## src/rdc_trigger_config_pkg.sv

```systemverilog
package rdc_trigger_config_pkg;

  // ***************************************************************
  // register map
  // ***************************************************************
  localparam logic [7:0] ADDR_CYCLE_GUARD_TRIM = 8'h14;
  localparam logic [7:0] ADDR_PREDIVIDER_LOW   = 8'h15;
  localparam logic [7:0] ADDR_TRIGGER_AVERAGE  = 8'h16;
  localparam logic [7:0] ADDR_PORT_WARMUP_PIN  = 8'h17;
  localparam logic [7:0] ADDR_TUNING_A         = 8'h18;
  localparam logic [7:0] ADDR_TUNING_B         = 8'h19;
  localparam logic [7:0] ADDR_SEQ_STATUS       = 8'h3f;

  // ***************************************************************
  // field positions
  // ***************************************************************
  localparam int CYCLE_DOUBLE_BIT = 7;
  localparam int GUARD_TRIM_LSB   = 0;
  localparam int PREDIV_HI_LSB    = 0;
  localparam int AVG_DEPTH_LSB    = 2;
  localparam int TRIG_SRC_LSB     = 4;
  localparam int PIN_SEL_LSB      = 0;
  localparam int WARM_LONG_BIT    = 2;
  localparam int IREF_EN_BIT      = 4;
  localparam int ITEMP_EN_BIT     = 5;
  localparam int PORT_MASK_LSB    = 6;
  localparam int TUNE_A_LSB       = 0;
  localparam int TUNE_COUNT_LSB   = 2;
  localparam int STAT_BUSY_BIT    = 0;
  localparam int STAT_WARM_BIT    = 1;
  localparam int STAT_SAMP_LSB    = 2;

  // ***************************************************************
  // reset values
  // ***************************************************************
  localparam logic [2:0]  RST_GUARD_TRIM = 3'h7;
  localparam logic [2:0]  RST_TRIG_SRC   = 3'h0;
  localparam logic [9:0]  RST_PREDIV     = 10'h000;
  localparam logic [5:0]  RST_TUNE_A     = 6'h33;
  localparam logic [5:0]  RST_TUNE_COUNT = 6'h01;

  // ***************************************************************
  // trigger sources, averaging, warm-up, cycle length
  // ***************************************************************
  localparam logic [2:0] TRIG_OFF       = 3'h0;
  localparam logic [2:0] TRIG_TIMER     = 3'h1;
  localparam logic [2:0] TRIG_PIN       = 3'h3;
  localparam logic [2:0] TRIG_CDC_ASYNC = 3'h5;
  localparam logic [2:0] TRIG_CDC_SYNC  = 3'h6;

  localparam logic [4:0] AVG_NONE = 5'h01;
  localparam logic [4:0] AVG_4    = 5'h04;
  localparam logic [4:0] AVG_8    = 5'h08;
  localparam logic [4:0] AVG_16   = 5'h10;

  localparam logic [3:0] WARM_SHORT = 4'h2;
  localparam logic [3:0] WARM_LONG  = 4'h8;

  // low-freq oscillator periods per conversion cycle: 1 normal, 2 doubled
  localparam logic [1:0] CYCLE_TICKS_SHORT = 2'h1;
  localparam logic [1:0] CYCLE_TICKS_LONG  = 2'h2;

  typedef enum logic [1:0] {
    ST_IDLE = 2'b00,
    ST_WARM = 2'b01,
    ST_MEAS = 2'b10
  } seq_state_t;

endpackage

```

## src/rdc_trigger_config.sv

```systemverilog
// Added by the designer: the plain strobed port.
`timescale 1ns/100ps
// Summary of operation
// - cycle-time bit set doubles conversion cycle, measured in low-freq oscillator periods
// - three-bit guard amplifier current trim held in low bits of first register
// - ten-bit trigger divider; 0 and 1 pass all, N passes every Nth
// - same divider value divides oscillator ticks when timer is trigger source
// - trigger source field: off, timer, pin, conversion end async or sync
// - start command begins a measurement whatever trigger source is selected
// - averaging field selects 1, 4, 8 or 16 counted samples
// - two-bit mask enables reference and sensor resistor ports
// - internal temperature sensor included only when its enable bit is set
// - internal reference resistor included only when its enable bit is set
// - two or eight discarded warm-up cycles precede the counted samples
// - two-bit field picks which of four general pins may start measurement
module rdc_trigger_config
  import rdc_trigger_config_pkg::*;
#(
  parameter int PREDIV_WIDTH = 10
) (
  // clock and reset
  input  wire logic       i_sys_clk,
  input  wire logic       i_rst,
  // register port
  input  wire logic [7:0] i_addr,
  input  wire logic [7:0] i_wdata,
  input  wire logic       i_wr,
  input  wire logic       i_rd,
  output logic      [7:0] o_rdata,
  // trigger inputs
  input  wire logic       i_olf_tick,
  input  wire logic [3:0] i_gp_pin,
  input  wire logic       i_cdc_done,
  input  wire logic       i_start_cmd,
  // sequence status
  output logic            o_res_busy,
  output logic            o_warmup_phase,
  output logic            o_sample_strobe,
  output logic            o_res_done,
  // port enables
  output logic            o_reference_resistor_port,
  output logic            o_sensor_resistor_port,
  output logic            o_internal_temp_sensor,
  output logic            o_internal_ref_resistor,
  // analog trim and tuning
  output logic      [2:0] o_guard_amp_current_trim,
  output logic      [5:0] o_tune_fields,
  output logic      [5:0] o_tune_count
);

  // ***************************************************************
  // state
  // ***************************************************************
  typedef struct packed {
    logic                    res_cycle_double;
    logic [2:0]              guard_amp_current_trim;
    logic [PREDIV_WIDTH-1:0] res_trigger_divider;
    logic [2:0]              res_trigger_source;
    logic [1:0]              res_average_depth;
    logic [1:0]              port_mask;
    logic                    internal_temp_sensor_enable;
    logic                    internal_ref_resistor_enable;
    logic                    warm_long;
    logic [1:0]              res_start_pin_select;
    logic [5:0]              tune_a;
    logic [5:0]              tune_count;
    logic [7:0]              rdata;
    seq_state_t              state;
    logic                    tick_cnt;
    logic [3:0]              warm_cnt;
    logic [4:0]              samp_cnt;
    logic                    pin_prev;
    logic                    sync_pend;
    logic                    done;
    logic                    strobe;
    logic [3:0]              ports;
  } ctl_state_t;

  ctl_state_t st;
  ctl_state_t next_st;

  // ***************************************************************
  // helpers
  // ***************************************************************
  function automatic logic [4:0] avg_target(input logic [1:0] depth);
    case (depth)
      2'h0:    avg_target = AVG_NONE;
      2'h1:    avg_target = AVG_4;
      2'h2:    avg_target = AVG_8;
      default: avg_target = AVG_16;
    endcase
  endfunction

  function automatic logic [3:0] warm_target(input logic long_sel);
    warm_target = long_sel ? WARM_LONG : WARM_SHORT;
  endfunction

  function automatic logic [7:0] reg_read(input ctl_state_t s, input logic [7:0] a);
    reg_read = 8'h00;
    case (a)
      ADDR_CYCLE_GUARD_TRIM: begin
        reg_read[CYCLE_DOUBLE_BIT] = s.res_cycle_double;
        reg_read[GUARD_TRIM_LSB +: 3] = s.guard_amp_current_trim;
      end
      ADDR_PREDIVIDER_LOW:
        reg_read = s.res_trigger_divider[7:0];
      ADDR_TRIGGER_AVERAGE: begin
        reg_read[TRIG_SRC_LSB +: 3] = s.res_trigger_source;
        reg_read[AVG_DEPTH_LSB +: 2] = s.res_average_depth;
        reg_read[PREDIV_HI_LSB +: 2] = s.res_trigger_divider[9:8];
      end
      ADDR_PORT_WARMUP_PIN: begin
        reg_read[PORT_MASK_LSB +: 2] = s.port_mask;
        reg_read[ITEMP_EN_BIT] = s.internal_temp_sensor_enable;
        reg_read[IREF_EN_BIT] = s.internal_ref_resistor_enable;
        reg_read[WARM_LONG_BIT] = s.warm_long;
        reg_read[PIN_SEL_LSB +: 2] = s.res_start_pin_select;
      end
      ADDR_TUNING_A:
        reg_read[TUNE_A_LSB +: 6] = s.tune_a;
      ADDR_TUNING_B:
        reg_read[TUNE_COUNT_LSB +: 6] = s.tune_count;
      ADDR_SEQ_STATUS: begin
        reg_read[STAT_BUSY_BIT] = (s.state != ST_IDLE);
        reg_read[STAT_WARM_BIT] = (s.state == ST_WARM);
        reg_read[STAT_SAMP_LSB +: 5] = s.samp_cnt;
      end
      default:
        reg_read = 8'h00;
    endcase
  endfunction

  // ***************************************************************
  // trigger path
  // ***************************************************************
  logic pin_level;
  logic pin_rise;
  logic event_raw;
  logic event_div;
  logic olf_div;
  logic auto_start;
  logic start_req;
  logic cycle_end;

  // selected start pin and its rising edge
  assign pin_level = i_gp_pin[st.res_start_pin_select];
  assign pin_rise  = pin_level && !st.pin_prev;

  // codes 2, 4 and 7 act as off
  assign event_raw = ((st.res_trigger_source == TRIG_PIN) && pin_rise)
                   || ((st.res_trigger_source == TRIG_CDC_ASYNC) && i_cdc_done)
                   || ((st.res_trigger_source == TRIG_CDC_SYNC) && i_cdc_done);

  // event pre-divider
  trigger_divider #(
    .WIDTH (PREDIV_WIDTH)
  ) u_event_div (
    .i_sys_clk (i_sys_clk),
    .i_rst     (i_rst),
    .i_pulse   (event_raw),
    .i_ratio   (st.res_trigger_divider),
    .o_pulse   (event_div)
  );

  // same ratio divides the oscillator for the timer source
  trigger_divider #(
    .WIDTH (PREDIV_WIDTH)
  ) u_olf_div (
    .i_sys_clk (i_sys_clk),
    .i_rst     (i_rst),
    .i_pulse   (i_olf_tick && (st.res_trigger_source == TRIG_TIMER)),
    .i_ratio   (st.res_trigger_divider),
    .o_pulse   (olf_div)
  );

  // sync mode waits for the next oscillator tick after the conversion end
  assign auto_start = olf_div
                    || (event_div && (st.res_trigger_source != TRIG_CDC_SYNC))
                    || (st.sync_pend && i_olf_tick);
  assign start_req  = i_start_cmd || auto_start;

  // doubled cycle needs two oscillator periods
  assign cycle_end = i_olf_tick && (!st.res_cycle_double || st.tick_cnt);

  // ***************************************************************
  // next state
  // ***************************************************************
  always_comb begin
    next_st = st;
    next_st.pin_prev = pin_level;
    next_st.done     = 1'b0;
    next_st.strobe   = 1'b0;
    // read data valid only in the cycle after the strobe
    next_st.rdata    = i_rd ? reg_read(st, i_addr) : 8'h00;

    // register writes
    if (i_wr) begin
      case (i_addr)
        ADDR_CYCLE_GUARD_TRIM: begin
          next_st.res_cycle_double = i_wdata[CYCLE_DOUBLE_BIT];
          next_st.guard_amp_current_trim = i_wdata[GUARD_TRIM_LSB +: 3];
        end
        ADDR_PREDIVIDER_LOW:
          next_st.res_trigger_divider[7:0] = i_wdata;
        ADDR_TRIGGER_AVERAGE: begin
          next_st.res_trigger_source = i_wdata[TRIG_SRC_LSB +: 3];
          next_st.res_average_depth = i_wdata[AVG_DEPTH_LSB +: 2];
          next_st.res_trigger_divider[9:8] = i_wdata[PREDIV_HI_LSB +: 2];
        end
        ADDR_PORT_WARMUP_PIN: begin
          next_st.port_mask = i_wdata[PORT_MASK_LSB +: 2];
          next_st.internal_temp_sensor_enable = i_wdata[ITEMP_EN_BIT];
          next_st.internal_ref_resistor_enable = i_wdata[IREF_EN_BIT];
          next_st.warm_long = i_wdata[WARM_LONG_BIT];
          next_st.res_start_pin_select = i_wdata[PIN_SEL_LSB +: 2];
        end
        ADDR_TUNING_A:
          next_st.tune_a = i_wdata[TUNE_A_LSB +: 6];
        ADDR_TUNING_B:
          next_st.tune_count = i_wdata[TUNE_COUNT_LSB +: 6];
        default: begin
        end
      endcase
    end

    // pending sync start, set wins over the tick that consumes it
    if (event_div && (st.res_trigger_source == TRIG_CDC_SYNC)) begin
      next_st.sync_pend = 1'b1;
    end else if (i_olf_tick) begin
      next_st.sync_pend = 1'b0;
    end

    // conversion sequencer; triggers during a run are dropped
    case (st.state)
      ST_IDLE: begin
        if (start_req) begin
          next_st.state     = ST_WARM;
          next_st.tick_cnt  = 1'b0;
          next_st.warm_cnt  = 4'h0;
          next_st.samp_cnt  = 5'h00;
          next_st.sync_pend = 1'b0;
        end
      end
      ST_WARM: begin
        if (i_olf_tick) begin
          next_st.tick_cnt = cycle_end ? 1'b0 : 1'b1;
        end
        if (cycle_end) begin
          // warm-up results are discarded: no strobe
          if (st.warm_cnt == 4'(warm_target(st.warm_long) - 4'h1)) begin
            next_st.state = ST_MEAS;
          end else begin
            next_st.warm_cnt = 4'(st.warm_cnt + 4'h1);
          end
        end
      end
      ST_MEAS: begin
        if (i_olf_tick) begin
          next_st.tick_cnt = cycle_end ? 1'b0 : 1'b1;
        end
        if (cycle_end) begin
          next_st.strobe   = 1'b1;
          next_st.samp_cnt = 5'(st.samp_cnt + 5'h01);
          if (5'(st.samp_cnt + 5'h01) == avg_target(st.res_average_depth)) begin
            next_st.state = ST_IDLE;
            next_st.done  = 1'b1;
          end
        end
      end
      default:
        next_st.state = ST_IDLE;
    endcase

    // port enables follow the run and the enable bits
    if (next_st.state != ST_IDLE) begin
      next_st.ports = {st.internal_ref_resistor_enable,
                       st.internal_temp_sensor_enable,
                       st.port_mask};
    end else begin
      next_st.ports = 4'h0;
    end
  end

  // ***************************************************************
  // registers
  // ***************************************************************
  always_ff @(posedge i_sys_clk) begin
    if (i_rst) begin
      st                        <= '0;
      st.guard_amp_current_trim <= RST_GUARD_TRIM;
      st.res_trigger_source     <= RST_TRIG_SRC;
      st.res_trigger_divider    <= RST_PREDIV;
      st.tune_a                 <= RST_TUNE_A;
      st.tune_count             <= RST_TUNE_COUNT;
      st.state                  <= ST_IDLE;
    end else begin
      st <= next_st;
    end
  end

  // outputs
  assign o_rdata                   = st.rdata;
  assign o_res_busy                = (st.state != ST_IDLE);
  assign o_warmup_phase            = (st.state == ST_WARM);
  assign o_sample_strobe           = st.strobe;
  assign o_res_done                = st.done;
  assign o_reference_resistor_port = st.ports[0];
  assign o_sensor_resistor_port    = st.ports[1];
  assign o_internal_temp_sensor    = st.ports[2];
  assign o_internal_ref_resistor   = st.ports[3];
  assign o_guard_amp_current_trim  = st.guard_amp_current_trim;
  assign o_tune_fields             = st.tune_a;
  assign o_tune_count              = st.tune_count;
endmodule

```

## src/trigger_divider.sv

```systemverilog
`timescale 1ns/100ps
module trigger_divider
  import rdc_trigger_config_pkg::*;
#(
  parameter int WIDTH = 10
) (
  // clock and reset
  input  wire logic             i_sys_clk,
  input  wire logic             i_rst,
  // event in, ratio, event out
  input  wire logic             i_pulse,
  input  wire logic [WIDTH-1:0] i_ratio,
  output logic                  o_pulse
);

  typedef struct packed {
    logic [WIDTH-1:0] cnt;
  } div_state_t;

  div_state_t st;
  div_state_t next_st;

  // ratio 0 and 1 pass every event; >= tolerates a ratio lowered mid-count
  assign o_pulse = i_pulse && ((i_ratio <= WIDTH'(1))
                   || (st.cnt >= WIDTH'(i_ratio - WIDTH'(1))));

  // event counter
  always_comb begin
    next_st = st;
    if (i_pulse) begin
      next_st.cnt = o_pulse ? '0 : WIDTH'(st.cnt + WIDTH'(1));
    end
  end

  always_ff @(posedge i_sys_clk) begin
    if (i_rst) begin
      st <= '0;
    end else begin
      st <= next_st;
    end
  end

endmodule

```

## config.mk

```make
export PLATFORM = sky130hd
export DESIGN_NAME = rdc_trigger_config
export DESIGN_NICKNAME = d
export VERILOG_FILES = /design/src/rdc_trigger_config_pkg.sv /design/src/rdc_trigger_config.sv /design/src/trigger_divider.sv
export SDC_FILE = /design/constraint.sdc
export NUM_CORES = 1
export LEC_CHECK = 0
export CORE_MARGIN = 8
export CORE_UTILIZATION = 40
export DETAILED_ROUTE_END_ITERATION = 12
export DONT_BUFFER_PORTS = 1
export GPL_ROUTABILITY_DRIVEN = 0
export PLACE_DENSITY = 0.61
export RECOVER_POWER = 25
export SETUP_SLACK_MARGIN = 0.5
export SYNTH_ARGS = -nofsm -noshare
export SYNTH_HDL_FRONTEND = slang
export SYNTH_HIERARCHICAL = 1
export SYNTH_SLANG_ARGS = --single-unit
```

## constraint.sdc

```tcl
create_clock -name i_sys_clk -period 3.3 [get_ports i_sys_clk]
set_input_delay 0.165 -clock i_sys_clk [delete_from_list [all_inputs] [get_ports i_sys_clk]]
set_output_delay 0.165 -clock i_sys_clk [all_outputs]
set_load 0.01 [all_outputs]
```

### Yosys cells after proc, flatten, opt, wreduce, memory -nomap -nowiden

Cells that the tools add are included.

| operators by class | value |
|---|---|
| $add $sub $neg | 6 |
| order comparisons | 4 |
| eq/ne operators | 23 |
| mux-type cells | 34 |
| bitwise gates (word level) | 4 |
| reductions and logical operators | 42 |

Operators by type and width:

| operator | number |
|---|---|
| 8-bit by 5-bit == test with 1-bit output (second input constant) | 6 |
| 2-bit one-hot mux with 6 select lines | 2 |
| 10-bit by 1-bit adder with 10-bit output (second input constant) | 2 |
| 10-bit >= comparator | 2 |
| 10-bit 2-to-1 mux | 2 |
| 5-bit 2-to-1 mux | 3 |
| 5-bit one-hot mux with 3 select lines | 1 |
| 12-bit 2-to-1 mux | 1 |
| 4-bit 2-to-1 mux | 3 |
| 2-bit AND reduction | 6 |
| 1-bit logical AND | 11 |
| 10-bit by 1-bit <= comparator with 1-bit output (second input constant) | 1 |
| 1-bit one-hot mux with 5 select lines | 2 |
| 5-bit one-hot mux with 2 select lines | 1 |
| 2-bit nonzero test | 5 |
| 10-bit by 1-bit subtractor with 10-bit output (second input constant) | 1 |
| 1-bit 2-to-1 mux | 9 |
| 8-bit by 6-bit == test with 1-bit output (second input constant) | 1 |
| 1-bit logical OR | 8 |
| 2-bit 2-to-1 mux | 4 |
| 4-bit one-hot mux with 2 select lines | 1 |
| 2-bit OR reduction | 4 |
| 1-bit one-hot mux with 7 select lines | 1 |
| 3-bit == test (second input constant) | 2 |
| 23 further kinds | 34 |

| storage, ports and cells | value |
|---|---|
| bits in registers | 86 |
| output and inout bits | 31 |

### Longest topological paths before layout

Gate-level depths: netlist of the first run.

| depth | value |
|---|---|
| word-level depth | 16 |
| depth in mapped cells | 16 |

### Hierarchy

The synthesis of the first run kept the hierarchy.

Modules (own cells, without submodules):

| module | times used | cells each | area an instance (um2) |
|---|---|---|---|
| rdc_trigger_config | 1 | 395 | 3604.7 |
| trigger_divider | 2 | 107 | 852.1 |

### Least setup slack after synthesis of the first run

OpenSTA, ideal clock, no wires.

| path | value |
|---|---|
| kind | register -> register |
| start | register st[54] in the netlist's numbering |
| end | register st[11] in the netlist's numbering |
| library setup time | 70 ps |
| data arrival time | 3164 ps |
| path slack | 66 ps |
| stages on the path, launching flop included | 15 |
| buffers on the path | 0 |
| period minus slack after synthesis | 3234 ps |
| path through | dfxtp_1 > nor4_1 > nand2_1 > or3_1 > xor2_1 > ha_1 > nand2_1 > o21ai_0 > nor2_1 > a21boi_0 > a211oi_4 > a21oi_2 > nand2_1 > or3_1 > a21oi_1 |

| on the way | value |
|---|---|
| word-level cells in the longest chain between the ends | 10 |
| elaborated cells between the ends (all ways) | 14 |
| classes of those cells | 1 x add/sub; 3 x order compare; 1 x eq/ne; 9 x reduce/logical |

Ends and longest elaborated chain:

| item | RTL line | RTL |
|---|---|---|
| start, declared | rdc_trigger_config.sv:79 | `ctl_state_t st;` |
| start signal, assigned | rdc_trigger_config.sv:297 | `st <= next_st;` |
| 10-bit by 1-bit subtractor with 10-bit output | trigger_divider.sv:25 | `\|\| (st.cnt >= WIDTH'(i_ratio - WIDTH'(1))));` |
| 10-bit >= comparator | trigger_divider.sv:25 |  |
| 1-bit logical OR (*) | trigger_divider.sv:25 |  |
| 1-bit logical AND (*) | trigger_divider.sv:24 | `assign o_pulse = i_pulse && ((i_ratio <= WIDTH'(1))` |
| net event_div | rdc_trigger_config.sv:139 | `logic event_div;` |
| 1-bit logical AND (*) | rdc_trigger_config.sv:178 | `\|\| (event_div && (st.res_trigger_source != TRIG_CDC_SYNC))` |
| 1-bit logical OR (*) | rdc_trigger_config.sv:178 |  |
| 1-bit logical OR (*) | rdc_trigger_config.sv:179 | `\|\| (st.sync_pend && i_olf_tick);` |
| 1-bit logical OR (*) | rdc_trigger_config.sv:180 | `assign start_req = i_start_cmd \|\| auto_start;` |
| 2-bit inequality test (no line) (*) | n/a |  |
| 3-bit AND reduction (no line) (*) | n/a |  |

The timed path passes the listed nets; every way through them passes the cells marked *.
A chain may end at the register's enable or synchronous reset.

### Worst setup path after layout of the first run

| path | value |
|---|---|
| start | register st[55] in the netlist's numbering |
| end | register st[17] in the netlist's numbering |

The elaborated chain is that of the path after synthesis.

==> results of run 1 <==
## flip-flops by register name, summed over array words and instances, names as in the netlist, 3 cells and up
name / count
st: 37
o_tune_fields: 6
o_rdata: 8
o_tune_count: 6
u_olf_div/st: 10
o_guard_amp_current_trim: 3
u_event_div/st: 10
## synth_stat cells (5+ instances only)
cell,count
clkbuf_1,11
nand2_1,44
inv_1,21
xor2_1,15
nand4_1,10
buf_4,23
nor2_1,91
nand3_1,17
xnor2_1,17
buf_2,5
or3_1,6
and3_1,10
a21o_1,6
nand2b_1,13
a211o_1,9
nor2b_1,10
a21boi_0,5
ha_1,32
dfxtp_1,86
nor3_1,13
a21oi_1,29
o21ai_0,8
nand3b_1,5
mux2i_1,26
## worst reg2reg max path, delay by kind of cell, from the launching register on
kind / cells / cell delay [ps]
and+or+nand+nor: 6 / 1320
AOI/OAI and AO/OA: 4 / 630
DFF: 1 / 390
buffers and inverters: 3 / 390
adders and majority gates: 1 / 300
xor gates and xnor gates: 1 / 150
## how the worst max path moves through the flow
stage / depth (start not counted) / slack, ps / from / end
3_3_place_gp: 15 / 90 / st[55]$_SDFFE_PP0P_ / st[8]$_SDFFE_PP0P_
3_5_place_dp: 13 / -50 / st[56]$_SDFFE_PP0P_ / o_internal_ref_resistor$_SDFF_PP0_
2_1_floorplan: 16 / 340 / st[54]$_SDFFE_PP0P_ / st[14]$_SDFFE_PP0P_
4_1_cts: 16 / 3 / st[54]$_SDFFE_PP0P_ / st[8]$_SDFFE_PP0P_
5_1_grt: 16 / -100 / st[55]$_SDFFE_PP0P_ / o_internal_ref_resistor$_SDFF_PP0_
6_report: 15 / 50 / st[55]$_SDFFE_PP0P_ / st[17]$_SDFFE_PP0P_
## report_power, final
group          switching, mW  internal (mW)
Sequential           0.00340           1.04
Combinational         0.0834         0.0674
Clock                  0.448          0.592
## routing by layer
layer	part of all wire [%]	up-vias	global-route usage, %
met5	0.083	-	0
met3	7.6	23	5.22
met2	46	128	26.4
met4	2.5	2	8.01
met1	43	2168	19.6
li1	-	2223	-
## logic make-up (layout without fill, tap and decap cells)
group	count (synthesis)	count (layout)	synth area share [%]
flip-flops	86	86	32.4
multiplexers	32	32	7.02
buffers and inverters	65	105	6.83
XOR/XNOR	32	32	5.28
AND/OR/NAND/NOR	260	260	26.6
AO/OA/AOI/OAI	102	102	14.3
adder cells (fa/ha/maj)	32	32	7.54
## what timing repair did
action,in CTS,in global routing
resized for setup,20,32
endpoints found under the setup margin,16,31
pin swaps,18,29
hold buffers,41,1
buffers inserted,16,3
hold endpoints to repair,51,8
## through the flow
step,hold slack [ps],setup TNS (ps),cell area (µm²)
after floorplan,236,0,5350
after global placement,241,0,5340
after detailed placement,241,-242,5340
after CTS,-125,0,6250
after global routing,1.04,-657,6410
final,-2.59,0,6410
## layout make-up
class / count / area (µm²) / share of cell area [%]
Multi-Input combinational cell: 458 / 3450 / 53.8
Sequential cell: 86 / 1740 / 27.1
Timing Repair Buffer: 67 / 627 / 9.78
Clock buffer: 10 / 229 / 3.57
Tap cell: 176 / 220 / 3.43
Inverter: 22 / 82.6 / 1.29
Clock inverter: 6 / 68.8 / 1.07
==> out/metrics.yaml, run 1 <==
max-slew-margin-rel_pct: 50.0
synth_edf_count: 0
netlist_area_um2: 5310
grt_max_degree: 61
ios: 58
cts_tree: "yes"
power.total_mw: 2.23
rsz0062_at_grt: "yes"
synth_area_leader_cell: "dfxtp_1"
core_area_um2: 13100
cp_data_required_time_ps: 3590
fill_cells: 1221
start_util_pct: 40.6
grt_pass1_wl_mm: 23.2
wl_per_cell_um: 17.5
path_cells: "buf_6, nor4_4, nand2_1, or3_4, xor2_1, ha_1, nand2_2, o21ai_4, nor2_4, a21boi_4, a211oi_4, buf_6, buf_6, or4_4, a21oi_2"
viasPerCell: 5.51
clockBufferDepth: 2
seq_area_frac_synth_pct: 32.4
cts_made_buffers: 9
drc: 0
worstSetupPathType: "flop to flop"
max_stage_delay_ps: 470
syn-num-nets: 668
ys_types: 80
utilization_pct: 49.0
final_antenna_net_count: 0
grt-ovfl-total: 0
min_period_ps: 3250
cts_root_buf: "clkbuf_16"
grt_pass1_vias: 4417
cts_max_level: 3
status: "finished with violations"
async_reset_ff_share_pct: 0
crit_family: "simple AND/OR/NAND/NOR gates"
setup_viol: 0
clock_latency_ps: 360
irDropWorstVdd_mv: 0.257
reg2reg_to: "st[17]$_SDFFE_PP0P_"
clkTransAtPathRegs_ps: 70
final_common_cell: "nor2_1"
fin_cells: 825
vias: 4544
powerDensity_nw_per_um2: 348
holdPathEnd: "u_olf_div/st[2]$_SDFFE_PP0P_"
pre_cts_slack_ps: -46.8
totalWireLength_mm: 14.4
timing.final.ws_setup_ps: 47.1
ys_top_cells_by_area: "dfxtp_1 32%, ha_1 7.5%, nor2_1 6.4%"
place_hpwl_mm: 10.1
hold_slack_ps: -2.59
hold_viol: 1
crit_fanout: 6
areaGrowthSynthToFinish_pct: 20.8
layout_common_cells: "83 x nor2_1, 81 x dfxtp_1, 42 x dlygate4sd3_1"
drtPass1Iterations: 5
cpMostUsedCell: "buf_6"
die_area_um2: 17200
cts_sinks: 86
dieHeight_um: 131
report.final.slew_viol_count: 0
ys_ff_latch: 86
crit_buf_inv: 3
syn-instance-count: 609
post-route-period-util_pct: 98.6
maxCapViolCount: 0
track_usage_pct: 16.5
antenna_cells: 0
tightest_slew_ps: 745
netlist.area_leader.share_pct: 32.4
violations: "negative hold slack"
place_inst: 748
hold_class: "input pin to flop"
layout.nets: 703
layout-drive-gt1-share_pct: 17.9
crit_slowest_cell: "or4_4"
critPathCaptureType: "flop"
min_path_cells: 2
port_buffers: 0
drtIter0Drc: 383
synth_ff_type: "dfxtp_1"
rr_worst_depth: 15
power_leakage_nw: 2.76
fp.dieW_um: 131
fmax_mhz: 307
worstHoldStart: "i_rst"
arrival_ps: 3550
core.rowCount: 42
start_kind: "flop"
worstReg2RegStart: "st[55]$_SDFFE_PP0P_"
r2r_setup_slack_ps: 50
ys_warn_count: 6
synth_area_per_cell_um2: 8.72
fin_skew_ps: 14.4
antenna_found_initial: 1
No activity file was read; power rests on OpenSTA's default activity.
==> run 2, diff against run 1 <==
- CORE_UTILIZATION: 40 -> 58
- PLACE_DENSITY: 0.61 -> 0.81
==> out/metrics.yaml, run 2 (same netlist as run 1, synthesis figures left out) <==
die_area_um2: 12500  # -28%
hold_class: "input pin to flop"
max-slew-margin-rel_pct: 54.9  # +4.9 points
regMostFlops: "st"
setup.worst_path.end: "st[17]$_SDFFE_PP0P_"
rsz0062_at_grt: "yes"
violations: "negative hold slack"
clkTransAtPathRegs_ps: 100  # +30 ps
maxCapViolCount: 0  # unchanged
final_antenna_net_count: 0  # unchanged
reg_top3: "st x37, u_event_div/st x10, u_olf_div/st x10"
hold_viol: 10  # +9
worstSetupPathType: "flop to flop"
r2r_setup_slack_ps: 7  # -40 ps
final_common_cell: "nor2_1"
cp_data_required_time_ps: 3610  # +20 ps
cts_max_level: 3  # unchanged
grt_pass1_wl_mm: 23.3  # +0.36%
cp-startpoint: "st[55]$_SDFFE_PP0P_"
clock_latency_ps: 380  # +20 ps
core.rowCount: 35  # -17%
track_usage_pct: 22.8  # +6.3 points
reg2reg_to: "st[17]$_SDFFE_PP0P_"
start_kind: "flop"
largest_reg_flops: 37  # unchanged
viasPerCell: 6.43  # +17%
ios: 58  # unchanged
fill_cells: 581  # -52%
layout_common_cells: "82 x nor2_1, 80 x dfxtp_1, 46 x dlygate4sd3_1"
vias: 4917  # +8.2%
setup_viol: 0  # unchanged
critPathCaptureType: "flop"
post-route-period-util_pct: 99.8  # +1.2 points
irDropWorstVdd_mv: 0.231  # -10%
cts_made_buffers: 9  # unchanged
core_area_um2: 9060  # -31%
status: "finished with violations"
design_area_um2: 6280  # -2.0%
clockBufferDepth: 2  # unchanged
grt-ovfl-total: 0  # unchanged
power_leakage_nw: 2.77  # +0.44%
port_buffers: 0  # unchanged
totalWireLength_mm: 15.5  # +7.5%
cts_sinks: 86  # unchanged
hold_slack_ps: -108  # -105 ps
min_period_ps: 3290  # +40.3 ps
cts_tree: "yes"
fp.dieW_um: 112  # -15%
cts_hold_buf: 46  # +12%
arrival_ps: 3600  # +50 ps
grt_max_degree: 61  # unchanged
powerDensity_nw_per_um2: 310  # -11%
dpl-instance-area_um2: 5230  # -2.1%
drtPass1Iterations: 5  # unchanged
drtIter0Drc: 466  # +22%
antenna_found_initial: 2  # +1
layout.nets: 706  # +0.43%
drc: 0  # unchanged
grt_pass1_vias: 4566  # +3.4%
cts_root_buf: "clkbuf_8"
layout-drive-gt1-share_pct: 18.7  # +0.84 points
worstReg2RegStart: "st[55]$_SDFFE_PP0P_"
wl_per_cell_um: 20.2  # +16%
tightest_slew_ps: 672  # -72.7 ps
dieHeight_um: 112  # -15%
start_util_pct: 58.6  # +18 points
report.final.slew_viol_count: 0  # unchanged
crit_fanout: 7  # +1
areaGrowthSynthToFinish_pct: 18.3
place_hpwl_mm: 9.34  # -7.3%
rr_worst_depth: 14  # -1
fin_skew_ps: 30.5  # +16.1 ps
fmax_mhz: 304  # -1.2%
==> run 2: power breakdown <==
part           internal [mW]  leakage (nW)  switching, mW
Clock                  0.297        0.0995          0.463
Combinational         0.0626          1.97         0.0815
Sequential              1.04         0.697        0.00420
==> run 2: how the worst min path moves through the flow <==
stage / start / end / slack [ps] / cells after the start
after floorplan: i_addr[5] / o_rdata[7]$_SDFF_PP0_ / 240 / 1
after global placement: i_addr[5] / o_rdata[7]$_SDFF_PP0_ / 240 / 1
after detailed placement: i_addr[5] / o_rdata[7]$_SDFF_PP0_ / 240 / 1
after CTS: i_rst / st[12]$_SDFFE_PP0P_ / -140 / 1
after global routing: i_rst / st[12]$_SDFFE_PP0P_ / -130 / 1
final: i_rst / st[13]$_SDFFE_PP0P_ / -110 / 1
==> run 2: worst max-delay path, cell delays in order (launching register included) <==
cell and delay [ps]:
dfxtp_4 420, nor4_4 310, nand2_1 110, or3_1 340, xor2_1 150, ha_1 290, nand2_1 110, o21ai_2 220
nor2_2 80, a21boi_4 220, a211oi_4 100, buf_6 150, buf_4 130, or4_1 460, a21oi_1 130
==> run 2: layout make-up <==
type / instances / area, µm² / area share, %
antenna: 2 / 5.00 / 0.0797
tap: 111 / 139 / 2.21
multi-input combinational: 458 / 3480 / 55.3
clock inverter: 7 / 71.3 / 1.14
sequential: 86 / 1740 / 27.6
clock buffer: 9 / 124 / 1.97
inverter: 22 / 82.6 / 1.31
timing repair buffer: 70 / 648 / 10.3
==> run 2: metal layers <==
layer	wire [µm]	vias up	part of all wire, %	GRT usage (%)
met5	13	-	0.084	0
met4	656	2	4.2	10.9
met3	1590	72	10	6.82
met2	7260	287	47	36.2
met1	5950	2343	38	27.7
li1	-	2213	-	-
==> run 2: metrics by stage <==
stage / utilization (%) / power, mW / setup slack (ps) / TNS, ps / cells
4_1_cts: 66.8 / 1.92 / 84.2 / 0 / 754
2_1_floorplan: - / 1.17 / 338 / 0 / 609
3_3_place_gp: 57.6 / 1.17 / 70.5 / 0 / 679
3_5_place_dp: 57.6 / 1.18 / 8.40 / 0 / 679
5_1_grt: 69.3 / 2.00 / -102 / -778 / 764
6_report: 69.3 / 1.95 / 6.79 / 0 / 765
==> run 2: repair_timing <==
| action | 4_1_cts | 5_1_grt |
|---|---|---|
| buffers inserted | 13 | 9 |
| endpoints found under the hold margin | 55 | 11 |
| pin swaps | 12 | 16 |
| resized for setup | 20 | 35 |
| endpoints found under the setup margin | 19 | 28 |
